### config.mk
export PLATFORM = sky130hd
export DESIGN_NAME = daj_alu_imm_jump_dec
export DESIGN_NICKNAME = d
export VERILOG_FILES = /design/src/rtl/daj_pkg.sv /design/src/rtl/daj_ptr_unit.sv /design/src/rtl/daj_alu_imm_jump_dec.sv
export SDC_FILE = /design/constraint.sdc
export NUM_CORES = 1
export LEC_CHECK = 0
export BUFFER_PORTS_ARGS = -buffer_cell sky130_fd_sc_hd__buf_2
export CAP_MARGIN = 20
export CORE_MARGIN = 5
export CORE_UTILIZATION = 55
export CTS_BUF_LIST = sky130_fd_sc_hd__clkbuf_4
export CTS_CLUSTER_DIAMETER = 40
export DETAILED_ROUTE_END_ITERATION = 10
export GPL_ROUTABILITY_DRIVEN = 0
export HOLD_SLACK_MARGIN = 0.03
export PLACE_DENSITY_LB_ADDON = 0.2
export SLEW_MARGIN = 10
export SYNTH_ARGS = -nofsm -noshare
export SYNTH_HDL_FRONTEND = slang
export SYNTH_SLANG_ARGS = --single-unit
export TNS_END_PERCENT = 5
### constraint.sdc
create_clock -name mclk_i -period 2.5 [get_ports mclk_i]
set_input_delay 0.125 -clock mclk_i [delete_from_list [all_inputs] [get_ports mclk_i]]
set_output_delay 0.125 -clock mclk_i [all_outputs]
set_load 0.005 [all_outputs]
### src/rtl/daj_pkg.sv
package daj_pkg;

   // Widths
   localparam int INSTR_W = 22;
   localparam int ACC_W   = 16;
   localparam int PTR_W   = 6;
   localparam int JADDR_W = 9;
   localparam int OPC_W   = 5;

   // Field positions of the instruction word
   localparam int OPC_HI      = 21;
   localparam int OPC_LO      = 17;
   localparam int BETA_X_BIT  = 16;
   localparam int ALPHA_Y_BIT = 15;
   localparam int FLOAT_BIT   = 14;
   localparam int ACCUMULATOR_B_BIT    = 13;
   localparam int WR_HOLD_BIT = 12;
   localparam int WR_EN_BIT   = 11;
   localparam int MODE_HI     = 10;
   localparam int MODE_LO     = 9;
   localparam int XPAGE_HI    = 8;
   localparam int XPAGE_LO    = 6;
   localparam int YPAGE_HI    = 5;
   localparam int YPAGE_LO    = 3;
   localparam int DADDR_HI    = 5;
   localparam int DADDR_LO    = 1;
   localparam int RAM_INC_BIT = 2;
   localparam int ROM_INC_BIT = 1;
   localparam int PTR_B_BIT   = 0;
   localparam int JRC_BIT     = 16;
   localparam int JCOND_HI    = 15;
   localparam int JCOND_LO    = 13;
   localparam int IMM_ACCUMULATOR_B_BIT = 16;
   localparam int IMM_SEL_HI  = 9;
   localparam int IMM_SEL_LO  = 8;
   localparam int IMM6_HI     = 15;
   localparam int IMM6_LO     = 10;

   // Opcode field values
   localparam logic [4:0] OPC_ADD   = 5'h00;
   localparam logic [4:0] OPC_SUB   = 5'h01;
   localparam logic [4:0] OPC_LOAD  = 5'h02;
   localparam logic [4:0] OPC_AND   = 5'h03;
   localparam logic [4:0] OPC_OR    = 5'h04;
   localparam logic [4:0] OPC_XOR   = 5'h05;
   localparam logic [4:0] OPC_ABS   = 5'h06;
   localparam logic [4:0] OPC_RPT   = 5'h07;
   localparam logic [4:0] OPC_NEG   = 5'h08;
   localparam logic [4:0] OPC_INC   = 5'h09;
   localparam logic [4:0] OPC_DEC   = 5'h0A;
   localparam logic [4:0] OPC_SHR   = 5'h0B;
   localparam logic [4:0] OPC_SHL   = 5'h0C;
   localparam logic [4:0] OPC_FLT   = 5'h0D;
   localparam logic [4:0] OPC_FIX   = 5'h0E;
   localparam logic [4:0] OPC_CLR   = 5'h0F;
   localparam logic [4:0] OPC_NOP   = 5'h10;
   localparam logic [4:0] OPC_SGY   = 5'h11;
   localparam logic [4:0] OPC_IMMA  = 5'h18;
   localparam logic [4:0] OPC_IMMP  = 5'h19;
   localparam logic [4:0] OPC_JFLAG = 5'h1C;
   localparam logic [4:0] OPC_JCNT  = 5'h1D;

   // Addressing modes in bits 10..9
   localparam logic [1:0] MODE_DIRECT = 2'h0;
   localparam logic [1:0] MODE_XY     = 2'h2;
   localparam logic [1:0] MODE_XG     = 2'h3;

   // Immediate pointer targets
   localparam logic [1:0] PSEL_RAM_A = 2'h0;
   localparam logic [1:0] PSEL_RAM_B = 2'h1;
   localparam logic [1:0] PSEL_ROM   = 2'h2;
   localparam logic [1:0] PSEL_RC    = 2'h3;

   // Exponent that the datapath loads on a float clear (minus eight)
   localparam logic [7:0] FCLR_EXP = 8'hF8;
   localparam logic [5:0] RC_ONE   = 6'h01;
   localparam logic [5:0] RC_ZERO  = 6'h00;

   typedef enum logic [2:0] {
      ST_RUN = 3'b001,
      ST_ARM = 3'b010,
      ST_REP = 3'b100
   } daj_state_e;

   typedef enum logic [3:0] {
      AOP_NOP, AOP_ADD, AOP_SUB, AOP_LOAD, AOP_AND, AOP_OR, AOP_XOR, AOP_ABS,
      AOP_NEG, AOP_INC, AOP_DEC, AOP_SHR, AOP_SHL, AOP_FLT, AOP_FIX, AOP_CLR
   } daj_alu_op_e;

   typedef struct packed {
      daj_alu_op_e op;
      logic        acc_b;
      logic        float_mode;
      logic        alpha_y;
      logic        beta_x;
      logic        acc_we;
      logic        imm_load;
   } daj_alu_ctl_s;

   typedef struct packed {
      logic       direct;
      logic       gr_to_y;
      logic [2:0] x_page;
      logic [2:0] y_page;
      logic [5:0] daddr;
      logic       ram_we;
      logic       wr_hold;
      logic       ptr_b;
   } daj_mem_ctl_s;

   typedef struct packed {
      logic       ld_en;
      logic [1:0] ld_sel;
      logic [5:0] ld_val;
      logic       inc_ram;
      logic       ram_b;
      logic       inc_rom;
      logic       dec_rc;
   } daj_ptr_ctl_s;

   typedef struct packed {
      logic carry;
      logic neg;
      logic zero;
   } daj_flags_s;

endpackage

### src/rtl/daj_ptr_unit.sv
`timescale 1ns/10ps
`default_nettype none
module daj_ptr_unit
   import daj_pkg::*;
(
   // Clock and reset
   input  wire logic         mclk_i,
   input  wire logic         reset_n_i,
   // Update requests
   input  wire daj_ptr_ctl_s ctl_i,
   // Pointer and counter state
   output logic [PTR_W-1:0]  ram_ptr_a_o,
   output logic [PTR_W-1:0]  ram_ptr_b_o,
   output logic [PTR_W-1:0]  rom_ptr_o,
   output logic [PTR_W-1:0]  rpt_count_o
);

   logic [PTR_W-1:0] next_ram_a;
   logic [PTR_W-1:0] next_ram_b;
   logic [PTR_W-1:0] next_rom;
   logic [PTR_W-1:0] next_rc;

   function automatic logic [PTR_W-1:0] f_inc(input logic [PTR_W-1:0] p);
      return p + 6'h01;
   endfunction

   // Load wins over an auto-increment of the same pointer
   assign next_ram_a = (ctl_i.ld_en && ctl_i.ld_sel == PSEL_RAM_A) ? ctl_i.ld_val :
                       (ctl_i.inc_ram && !ctl_i.ram_b) ? f_inc(ram_ptr_a_o) : ram_ptr_a_o;
   assign next_ram_b = (ctl_i.ld_en && ctl_i.ld_sel == PSEL_RAM_B) ? ctl_i.ld_val :
                       (ctl_i.inc_ram && ctl_i.ram_b) ? f_inc(ram_ptr_b_o) : ram_ptr_b_o;
   assign next_rom   = (ctl_i.ld_en && ctl_i.ld_sel == PSEL_ROM) ? ctl_i.ld_val :
                       ctl_i.inc_rom ? f_inc(rom_ptr_o) : rom_ptr_o;

   // Counter stops at zero so repeat and loop jumps cannot wrap round
   assign next_rc = (ctl_i.ld_en && ctl_i.ld_sel == PSEL_RC) ? ctl_i.ld_val :
                    (ctl_i.dec_rc && rpt_count_o != RC_ZERO) ? rpt_count_o - RC_ONE : rpt_count_o;

   // State registers
   always_ff @(posedge mclk_i or negedge reset_n_i) begin
      if (!reset_n_i) begin
         ram_ptr_a_o <= '0;
         ram_ptr_b_o <= '0;
         rom_ptr_o   <= '0;
         rpt_count_o <= '0;
      end else begin
         ram_ptr_a_o <= next_ram_a;
         ram_ptr_b_o <= next_ram_b;
         rom_ptr_o   <= next_rom;
         rpt_count_o <= next_rc;
      end
   end

endmodule
`default_nettype wire

### src/rtl/daj_alu_imm_jump_dec.sv
`timescale 1ns/10ps
`default_nettype none
module daj_alu_imm_jump_dec
   import daj_pkg::*;
(
   // Clock and reset
   input  wire logic               mclk_i,
   input  wire logic               reset_n_i,
   // Instruction from the sequencer
   input  wire logic               instr_valid_i,
   input  wire logic [INSTR_W-1:0] instr_i,
   // Datapath status
   input  wire daj_flags_s         flags_i,
   input  wire logic               y_sign_i,
   input  wire logic               acc_a_sign_i,
   input  wire logic               acc_b_sign_i,
   // ALU and memory control
   output daj_alu_ctl_s            alu_ctl_o,
   output daj_mem_ctl_s            mem_ctl_o,
   output logic [ACC_W-1:0]        imm_data_o,
   output logic                    mult_float_o,
   output logic                    product_valid_o,
   // Sequencer control
   output logic                    jump_o,
   output logic [JADDR_W-1:0]      jump_addr_o,
   output logic                    int_hold_o,
   output logic                    busy_o,
   // Pointers and repeat counter
   output logic [PTR_W-1:0]        ram_ptr_a_o,
   output logic [PTR_W-1:0]        ram_ptr_b_o,
   output logic [PTR_W-1:0]        rom_ptr_o,
   output logic [PTR_W-1:0]        rpt_count_o
);

   daj_state_e         state;
   daj_state_e         next_state;
   logic [INSTR_W-1:0] held_word;
   logic               rpt_float;
   daj_alu_ctl_s       next_alu;
   daj_mem_ctl_s       next_mem;
   daj_ptr_ctl_s       ptr_ctl;

   wire [INSTR_W-1:0] word;
   wire               issue;
   wire [OPC_W-1:0]   opc;
   wire               is_alu;
   wire               is_rpt;
   wire               page_mode;
   wire               direct;
   wire               acc_b;
   wire               sign_diff;
   wire               fixed_only;
   wire [2:0]         cond_hit;
   wire               jflag_taken;
   wire               jcnt_taken;
   wire               jump_taken;
   wire               rc_gt_one;
   wire               next_hold;
   daj_alu_op_e       op_dec;

   // Opcode to ALU action; the sign-match op picks negate or idle
   function automatic daj_alu_op_e f_alu_op(input logic [OPC_W-1:0] o, input logic flip);
      daj_alu_op_e r;
      r = AOP_NOP;
      case (o)
         OPC_ADD:  r = AOP_ADD;
         OPC_SUB:  r = AOP_SUB;
         OPC_LOAD: r = AOP_LOAD;
         OPC_AND:  r = AOP_AND;
         OPC_OR:   r = AOP_OR;
         OPC_XOR:  r = AOP_XOR;
         OPC_ABS:  r = AOP_ABS;
         OPC_NEG:  r = AOP_NEG;
         OPC_INC:  r = AOP_INC;
         OPC_DEC:  r = AOP_DEC;
         OPC_SHR:  r = AOP_SHR;
         OPC_SHL:  r = AOP_SHL;
         OPC_FLT:  r = AOP_FLT;
         OPC_FIX:  r = AOP_FIX;
         OPC_CLR:  r = AOP_CLR;
         OPC_SGY:  r = flip ? AOP_NEG : AOP_NOP;
         default:  r = AOP_NOP;
      endcase
      return r;
   endfunction

   // While repeating, the latched word is replayed and the input is ignored
   assign word  = (state == ST_REP) ? held_word : instr_i;
   assign issue = (state == ST_REP) || instr_valid_i;

   // Field decode
   assign opc        = word[OPC_HI:OPC_LO];
   assign is_alu     = opc <= OPC_SGY;
   assign is_rpt     = opc == OPC_RPT;
   assign page_mode  = word[MODE_HI];
   assign direct     = word[MODE_HI:MODE_LO] == MODE_DIRECT;
   assign acc_b      = word[ACCUMULATOR_B_BIT];
   assign sign_diff  = y_sign_i ^ (acc_b ? acc_b_sign_i : acc_a_sign_i);
   assign fixed_only = opc == OPC_AND || opc == OPC_OR || opc == OPC_XOR || opc == OPC_INC ||
                       opc == OPC_DEC || opc == OPC_SHR || opc == OPC_SHL;
   assign op_dec     = f_alu_op(opc, sign_diff);

   // Jump conditions; flags come straight from the condition register
   assign cond_hit    = word[JCOND_HI:JCOND_LO] & {flags_i.carry, flags_i.neg, flags_i.zero};
   assign jflag_taken = opc == OPC_JFLAG && ((|cond_hit) || word[JCOND_HI:JCOND_LO] == 3'h0);
   assign jcnt_taken  = opc == OPC_JCNT && rpt_count_o != RC_ZERO;
   assign jump_taken  = issue && (jflag_taken || jcnt_taken);
   assign rc_gt_one   = rpt_count_o > RC_ONE;

   // ALU control for this instruction, all fields in one go
   always_comb begin
      next_alu            = '0;
      next_alu.op         = AOP_NOP;
      next_alu.acc_b      = acc_b;
      next_alu.float_mode = word[FLOAT_BIT] && !fixed_only;
      next_alu.alpha_y    = word[ALPHA_Y_BIT];
      next_alu.beta_x     = word[BETA_X_BIT]; // X-bus holds the accumulator in direct mode
      if (issue && is_alu) begin
         next_alu.op     = op_dec;
         next_alu.acc_we = op_dec != AOP_NOP;
      end else if (issue && opc == OPC_IMMA) begin
         next_alu.acc_b    = word[IMM_ACCUMULATOR_B_BIT];
         next_alu.acc_we   = 1'b1;
         next_alu.imm_load = 1'b1;
         next_alu.float_mode = 1'b0;
      end
   end

   // Memory addressing and write control
   always_comb begin
      next_mem         = '0;
      next_mem.direct  = direct;
      next_mem.gr_to_y = word[MODE_HI:MODE_LO] == MODE_XG;
      next_mem.x_page  = word[XPAGE_HI:XPAGE_LO];
      next_mem.y_page  = word[YPAGE_HI:YPAGE_LO];
      next_mem.daddr   = {1'b0, word[DADDR_HI:DADDR_LO]};
      next_mem.ptr_b   = word[PTR_B_BIT];
      next_mem.wr_hold = word[WR_HOLD_BIT];
      next_mem.ram_we  = issue && is_alu && word[WR_EN_BIT];
   end

   // Pointer and counter requests
   always_comb begin
      ptr_ctl         = '0;
      ptr_ctl.ld_en   = issue && opc == OPC_IMMP;
      ptr_ctl.ld_sel  = word[IMM_SEL_HI:IMM_SEL_LO];
      ptr_ctl.ld_val  = word[IMM6_HI:IMM6_LO];
      ptr_ctl.ram_b   = word[PTR_B_BIT];
      ptr_ctl.inc_ram = issue && is_alu && page_mode && word[RAM_INC_BIT];
      ptr_ctl.inc_rom = issue && is_alu && page_mode && word[ROM_INC_BIT];
      ptr_ctl.dec_rc  = issue && ((is_alu && page_mode && (word[RAM_INC_BIT] || word[ROM_INC_BIT])) ||
                                  (opc == OPC_JCNT && word[JRC_BIT]) ||
                                  state != ST_RUN);
   end

   // Repeat sequencing: arm on the repeat op, replay while passes remain
   always_comb begin
      next_state = state;
      unique case (state)
         ST_RUN: if (issue && is_rpt) begin
            next_state = ST_ARM;
         end
         ST_ARM: if (instr_valid_i) begin
            next_state = rc_gt_one ? ST_REP : ST_RUN;
         end
         ST_REP: if (!rc_gt_one) begin
            next_state = ST_RUN;
         end
         default: next_state = ST_RUN;
      endcase
   end

   // Hold interrupts from the repeat op to the last replayed pass
   assign next_hold = next_state != ST_RUN || state != ST_RUN || jump_taken;

   // State and latched repeat word
   always_ff @(posedge mclk_i or negedge reset_n_i) begin
      if (!reset_n_i) begin
         state     <= ST_RUN;
         held_word <= '0;
         rpt_float <= 1'b0;
      end else begin
         state <= next_state;
         if (state == ST_ARM && instr_valid_i) begin
            held_word <= instr_i;
         end
         if (state == ST_RUN && issue && is_rpt) begin
            rpt_float <= word[FLOAT_BIT];
         end
      end
   end

   // Registered control outputs
   always_ff @(posedge mclk_i or negedge reset_n_i) begin
      if (!reset_n_i) begin
         alu_ctl_o       <= '0;
         mem_ctl_o       <= '0;
         imm_data_o      <= '0;
         mult_float_o    <= 1'b0;
         product_valid_o <= 1'b0;
         jump_o          <= 1'b0;
         jump_addr_o     <= '0;
         int_hold_o      <= 1'b0;
         busy_o          <= 1'b0;
      end else begin
         alu_ctl_o       <= next_alu;
         mem_ctl_o       <= next_mem;
         imm_data_o      <= word[ACC_W-1:0];
         mult_float_o    <= (state != ST_RUN) ? rpt_float : word[FLOAT_BIT];
         product_valid_o <= issue;
         jump_o          <= jump_taken;
         jump_addr_o     <= word[JADDR_W-1:0];
         int_hold_o      <= next_hold;
         busy_o          <= next_state == ST_REP;
      end
   end

   // Pointers and counter
   daj_ptr_unit u_ptr (
      .mclk_i      (mclk_i),
      .reset_n_i   (reset_n_i),
      .ctl_i       (ptr_ctl),
      .ram_ptr_a_o (ram_ptr_a_o),
      .ram_ptr_b_o (ram_ptr_b_o),
      .rom_ptr_o   (rom_ptr_o),
      .rpt_count_o (rpt_count_o)
   );
endmodule
`default_nettype wire

==> impl_metrics.py <==
metrics = {
    "hold_path": {
        "worstHoldPathType": "in2reg",
        "hold_path_startpoint": "instr_i[20]",
    },
    "setup_path": {
        "startpoint": "state[1]$_DFF_PN0_",
        "critPathLaunchType": "flip-flop",
        "worstPathArrival_ns": 2.74,
        "worst-endpoint-required_ns": 2.81,
        "path_class": "reg2reg",
        "worstReg2RegStart": "state[1]$_DFF_PN0_",
        "cp_slowest_stage_delay_ns": 0.48,
        "ff2ff_setup_slack_ns": 0.07,
        "cp_slowest_cell": "dfrtp_2",
        "end_kind": "flip-flop",
        "critical_path_cell_by_cell": "or3b_1 > buf_4 > mux2i_2 > mux2i_2 > or3b_1 > a31oi_2 > a311o_1",
        "crit_path_max_fanout": 12,
    },
    "clocking": {
        "root_buffer_selected_by_cts": "clkbuf_4",
        "ctsHtreeMaxLevel": 3,
        "cts_max_path_buffers": 2,
        "tritoncts.num_buffers": 9,
        "cts_num_sinks": 83,
        "cts_tree": "yes",
        "clk_pin_slew_ns": 0.12,
        "clock_latency_ns": 0.43,
    },
    "finish": {
        "layout.cell_area.non_filler_um2": 5124,
        "n_antenna_cell": 0,
        "area_growth_syn_to_layout_pct": 23.38,
        "layout.nets": 537,
        "fraction_of_final_layout_cells_sized_beyond_drive_strength_1_pct": 35.77,
        "fillCellCount": 604,
    },
    "logic_synthesis": {
        "yosys_register_bits": 83,
        "synth.net_count": 413,
        "synth_top_area_cell": "dfrtp_1",
        "yosys_warnings": 0,
        "synthesis.area_per_instance_um2": 11.02,
        "part_of_the_yosys_area_used_for_sequential_elements_pct": 50.05,
        "muxShareOfSynthArea_pct": 16.09,
        "synth_top_area_share_pct": 49.41,
        "async_flop_share_pct": 100.0,
        "post_synth_inst_count": 377,
        "yosys-top-cells-area": "dfrtp_1 (49%), mux2i_1 (8.4%), mux2_2 (7.3%)",
        "post_synth_and_or_nand_nor_area_fraction_pct": 15.55,
        "post_synth_instance_area_um2": 4153,
        "synth_compound_area_share_pct": 5.604,
        "yosysUniqueCellTypes": 54,
        "post_synth_xor_area_fraction_pct": 4.218,
        "synth-edff-count": 0,
        "synth_top_flop_cell": "dfrtp_1",
        "synth-adder-area-share_pct": 1.506,
        "synth_top_family_by_area": "multiplexers",
    },
    "global_routing": {
        "grt_pass1_vias": 3374,
        "grt.met2_usage_pct": 34.61,
        "use_met1_pct": 27.95,
        "grt_util_all_layers_pct": 21.79,
        "grt_pass1_wl_um": 16560,
        "grt_overflow_total": 0,
        "top_usage_layer": "met2",
        "antenna_found_initial": 0,
        "grt_use_met3_pct": 6.835,
        "grt_start_max_net_pins": 44,
    },
    "sta": {
        "number_of_failing_hold_endpoints_at_the_final_stage": 0,
        "skew_ns": 0.02066,
        "max_transition_viols_final": 0,
        "finalSetupTns_ns": 0,
        "setup_repair_after_global_routing_missed_its_margin": "true",
        "max_freq_mhz": 411.6,
        "worst_slew_pin_slew_ns": 0.6824,
        "number_of_setup_violations_in_the_final_report": 0,
        "finalCritPeriodShare_pct": 97.18,
        "maxSlewHeadroom_pct": 53.20,
        "fin_crit_ns": 2.430,
    },
    "run_status": {
        "outcome": "completed",
    },
    "pwr": {
        "pwr_density_cell_nw_per_um2": 623.5,
        "p_leak_nw": 2.599,
        "finalPower_mw": 3.195,
        "vdd_drop_max_mv": 0.3508,
    },
    "die": {
        "row_count": 31,
        "initial_core_util_pct": 56.95,
        "die_h_um": 96.90,
        "io_pins": 112,
        "die_area_um2": 9389,
        "core_area_um2": 7292,
        "fp.dieW_um": 96.90,
    },
    "detailed_routing": {
        "final_antenna_net_count": 0,
        "viasPerCell": 5.413,
        "finalWirelength_um": 10100,
        "dr_total_vias": 3275,
        "wl_per_cell_um": 16.70,
        "drt-pass1-iter-count": 4,
        "detail_route.drc_violations": 0,
        "first_iter_violations": 163,
    },
    "place": {
        "detailed_place_hpwl_um": 7398,
        "port-buffer-count": 110,
        "placed_area_um2": 4737,
    },
    "run": {
        "timing.max_cap.violations": 0,
    },
}
## final timing paths
check / endpoint / depth (start not counted)
worst max-delay path: alu_ctl_o[1]$_DFF_PN0_ / 7
worst min-delay path: held_word[20]$_DFFE_PN0P_ / 2
min in group asynchronous: imm_data_o[14]$_DFF_PN0_ / 2
max in group asynchronous: state[0]$_DFF_PN1_ / 3
worst min register to register: jump_addr_o[5]$_DFF_PN0_ / 2
worst max register to register: alu_ctl_o[1]$_DFF_PN0_ / 7
## metal layers
metal	up-vias	wire length [um]
met5	-	0
li1	1538	-
met3	20	726
met2	120	4784
met1	1597	4373
met4	0	220
## per-stage QoR
step / worst slack [ns] / utilization, % / hold WS (ns) / cells
after floorplan: 0.2490 / - / -0.1706 / 377
after global placement: 0.1198 / 64.96 / 0.1301 / 565
after detailed placement: 0.09154 / 64.96 / 0.1336 / 565
after CTS: 0.07325 / 70.06 / 0.05792 / 605
after global routing: -0.03200 / 70.26 / 0.09198 / 605
final: 0.07044 / 70.26 / 0.09382 / 605
## worst max-delay path, delay by kind of cell, from the launching register on
family / cells / cell delay, ns
AO/OA/AOI/OAI: 2 / 0.37
buffers and inverters: 1 / 0.21
flip-flops: 1 / 0.48
AND/OR/NAND/NOR: 2 / 0.57
multiplexers: 2 / 0.69
## registers in the layout, summed over array words and instances (netlist names)
name	flops
product_valid_o	1
imm_data_o	7
u_ptr.rpt_count_o	6
state	3
mem_ctl_o	3
alu_ctl_o	10
jump_o	1
jump_addr_o	8
held_word	22
u_ptr.ram_ptr_a_o	6
u_ptr.rom_ptr_o	6
mult_float_o	1
rpt_float	1
busy_o	1
int_hold_o	1
u_ptr.ram_ptr_b_o	6
## cells in the mapped netlist (2+ instances only)
| master | number |
|---|---|
| a211oi_1 | 2 |
| a21o_1 | 3 |
| a21oi_1 | 4 |
| a31oi_1 | 2 |
| and3_1 | 9 |
| and4_1 | 2 |
| buf_1 | 2 |
| buf_2 | 4 |
| buf_4 | 24 |
| clkbuf_1 | 7 |
| dfrtp_1 | 82 |
| ha_1 | 5 |
| inv_1 | 11 |
| mux2_2 | 27 |
| mux2i_1 | 35 |
| nand2_1 | 42 |
| nand2b_1 | 3 |
| nand3_1 | 11 |
| nand3b_1 | 2 |
| nand4_1 | 9 |
| nor2_1 | 20 |
| nor2b_1 | 2 |
| nor3_1 | 6 |
| nor3b_1 | 3 |
| nor4bb_1 | 3 |
| o211ai_1 | 3 |
| o21ai_0 | 7 |
| o31ai_1 | 2 |
| or3b_1 | 2 |
| xnor2_1 | 4 |
| xor2_1 | 16 |
## placed cells by master, fill, tap and decap left out, drive strengths merged, types with 2 or more instances in the layout
cell / count
a211oi: 2
a21o: 3
nand3: 11
and4: 2
nor4bb: 3
mux2i: 36
xor2: 16
xnor2: 4
ha: 5
or3b: 2
dfrtp: 82
a31oi: 3
clkbuf: 10
nor2b: 2
nand2b: 3
a21oi: 5
buf: 127
nand3b: 2
and3: 9
o211ai: 3
o21ai: 7
mux2: 27
inv: 11
dlygate4sd3: 24
nor3b: 4
o31ai: 2
nor2: 20
and2: 2
nand4: 9
nor3: 7
nand2: 42
clkinv: 5
## cells by family (layout without fill, tap and decap cells)
logic type               count (synthesis)  count (layout)
buffers and inverters                   49             178
XOR/XNOR                                20              20
AO/OA/AOI/OAI                           33              33
adder cells (fa/ha/maj)                  5               5
flip-flops                              83              83
AND/OR/NAND/NOR                        123             123
other                                    1               1
multiplexers                            63              63
## area by class of cell
type / instances / area (um^2) / share of cell area [%]
multi-input combinational: 245 / 1802 / 35.16
clock buffer: 10 / 75.07 / 1.465
sequential: 83 / 2079 / 40.59
inverter: 11 / 41.29 / 0.8059
timing repair buffer: 151 / 945.9 / 18.46
clock inverter: 6 / 56.30 / 1.099
tap: 99 / 123.9 / 2.418
## power breakdown
part	total (mW)	internal, mW	switching [mW]
combinational	0.742	0.381	0.360
sequential	1.70	1.52	0.189
clock	0.749	0.309	0.441
total	3.19	2.20	0.990
## repair_timing
action / CTS / global route
setup buffers: 0 / 0
gates resized for setup: 0 / 5
setup endpoints to repair: 0 / 12
hold endpoints to repair: 74 / 0
hold buffers: 24 / 0
(Power assumes the default switching activity.)
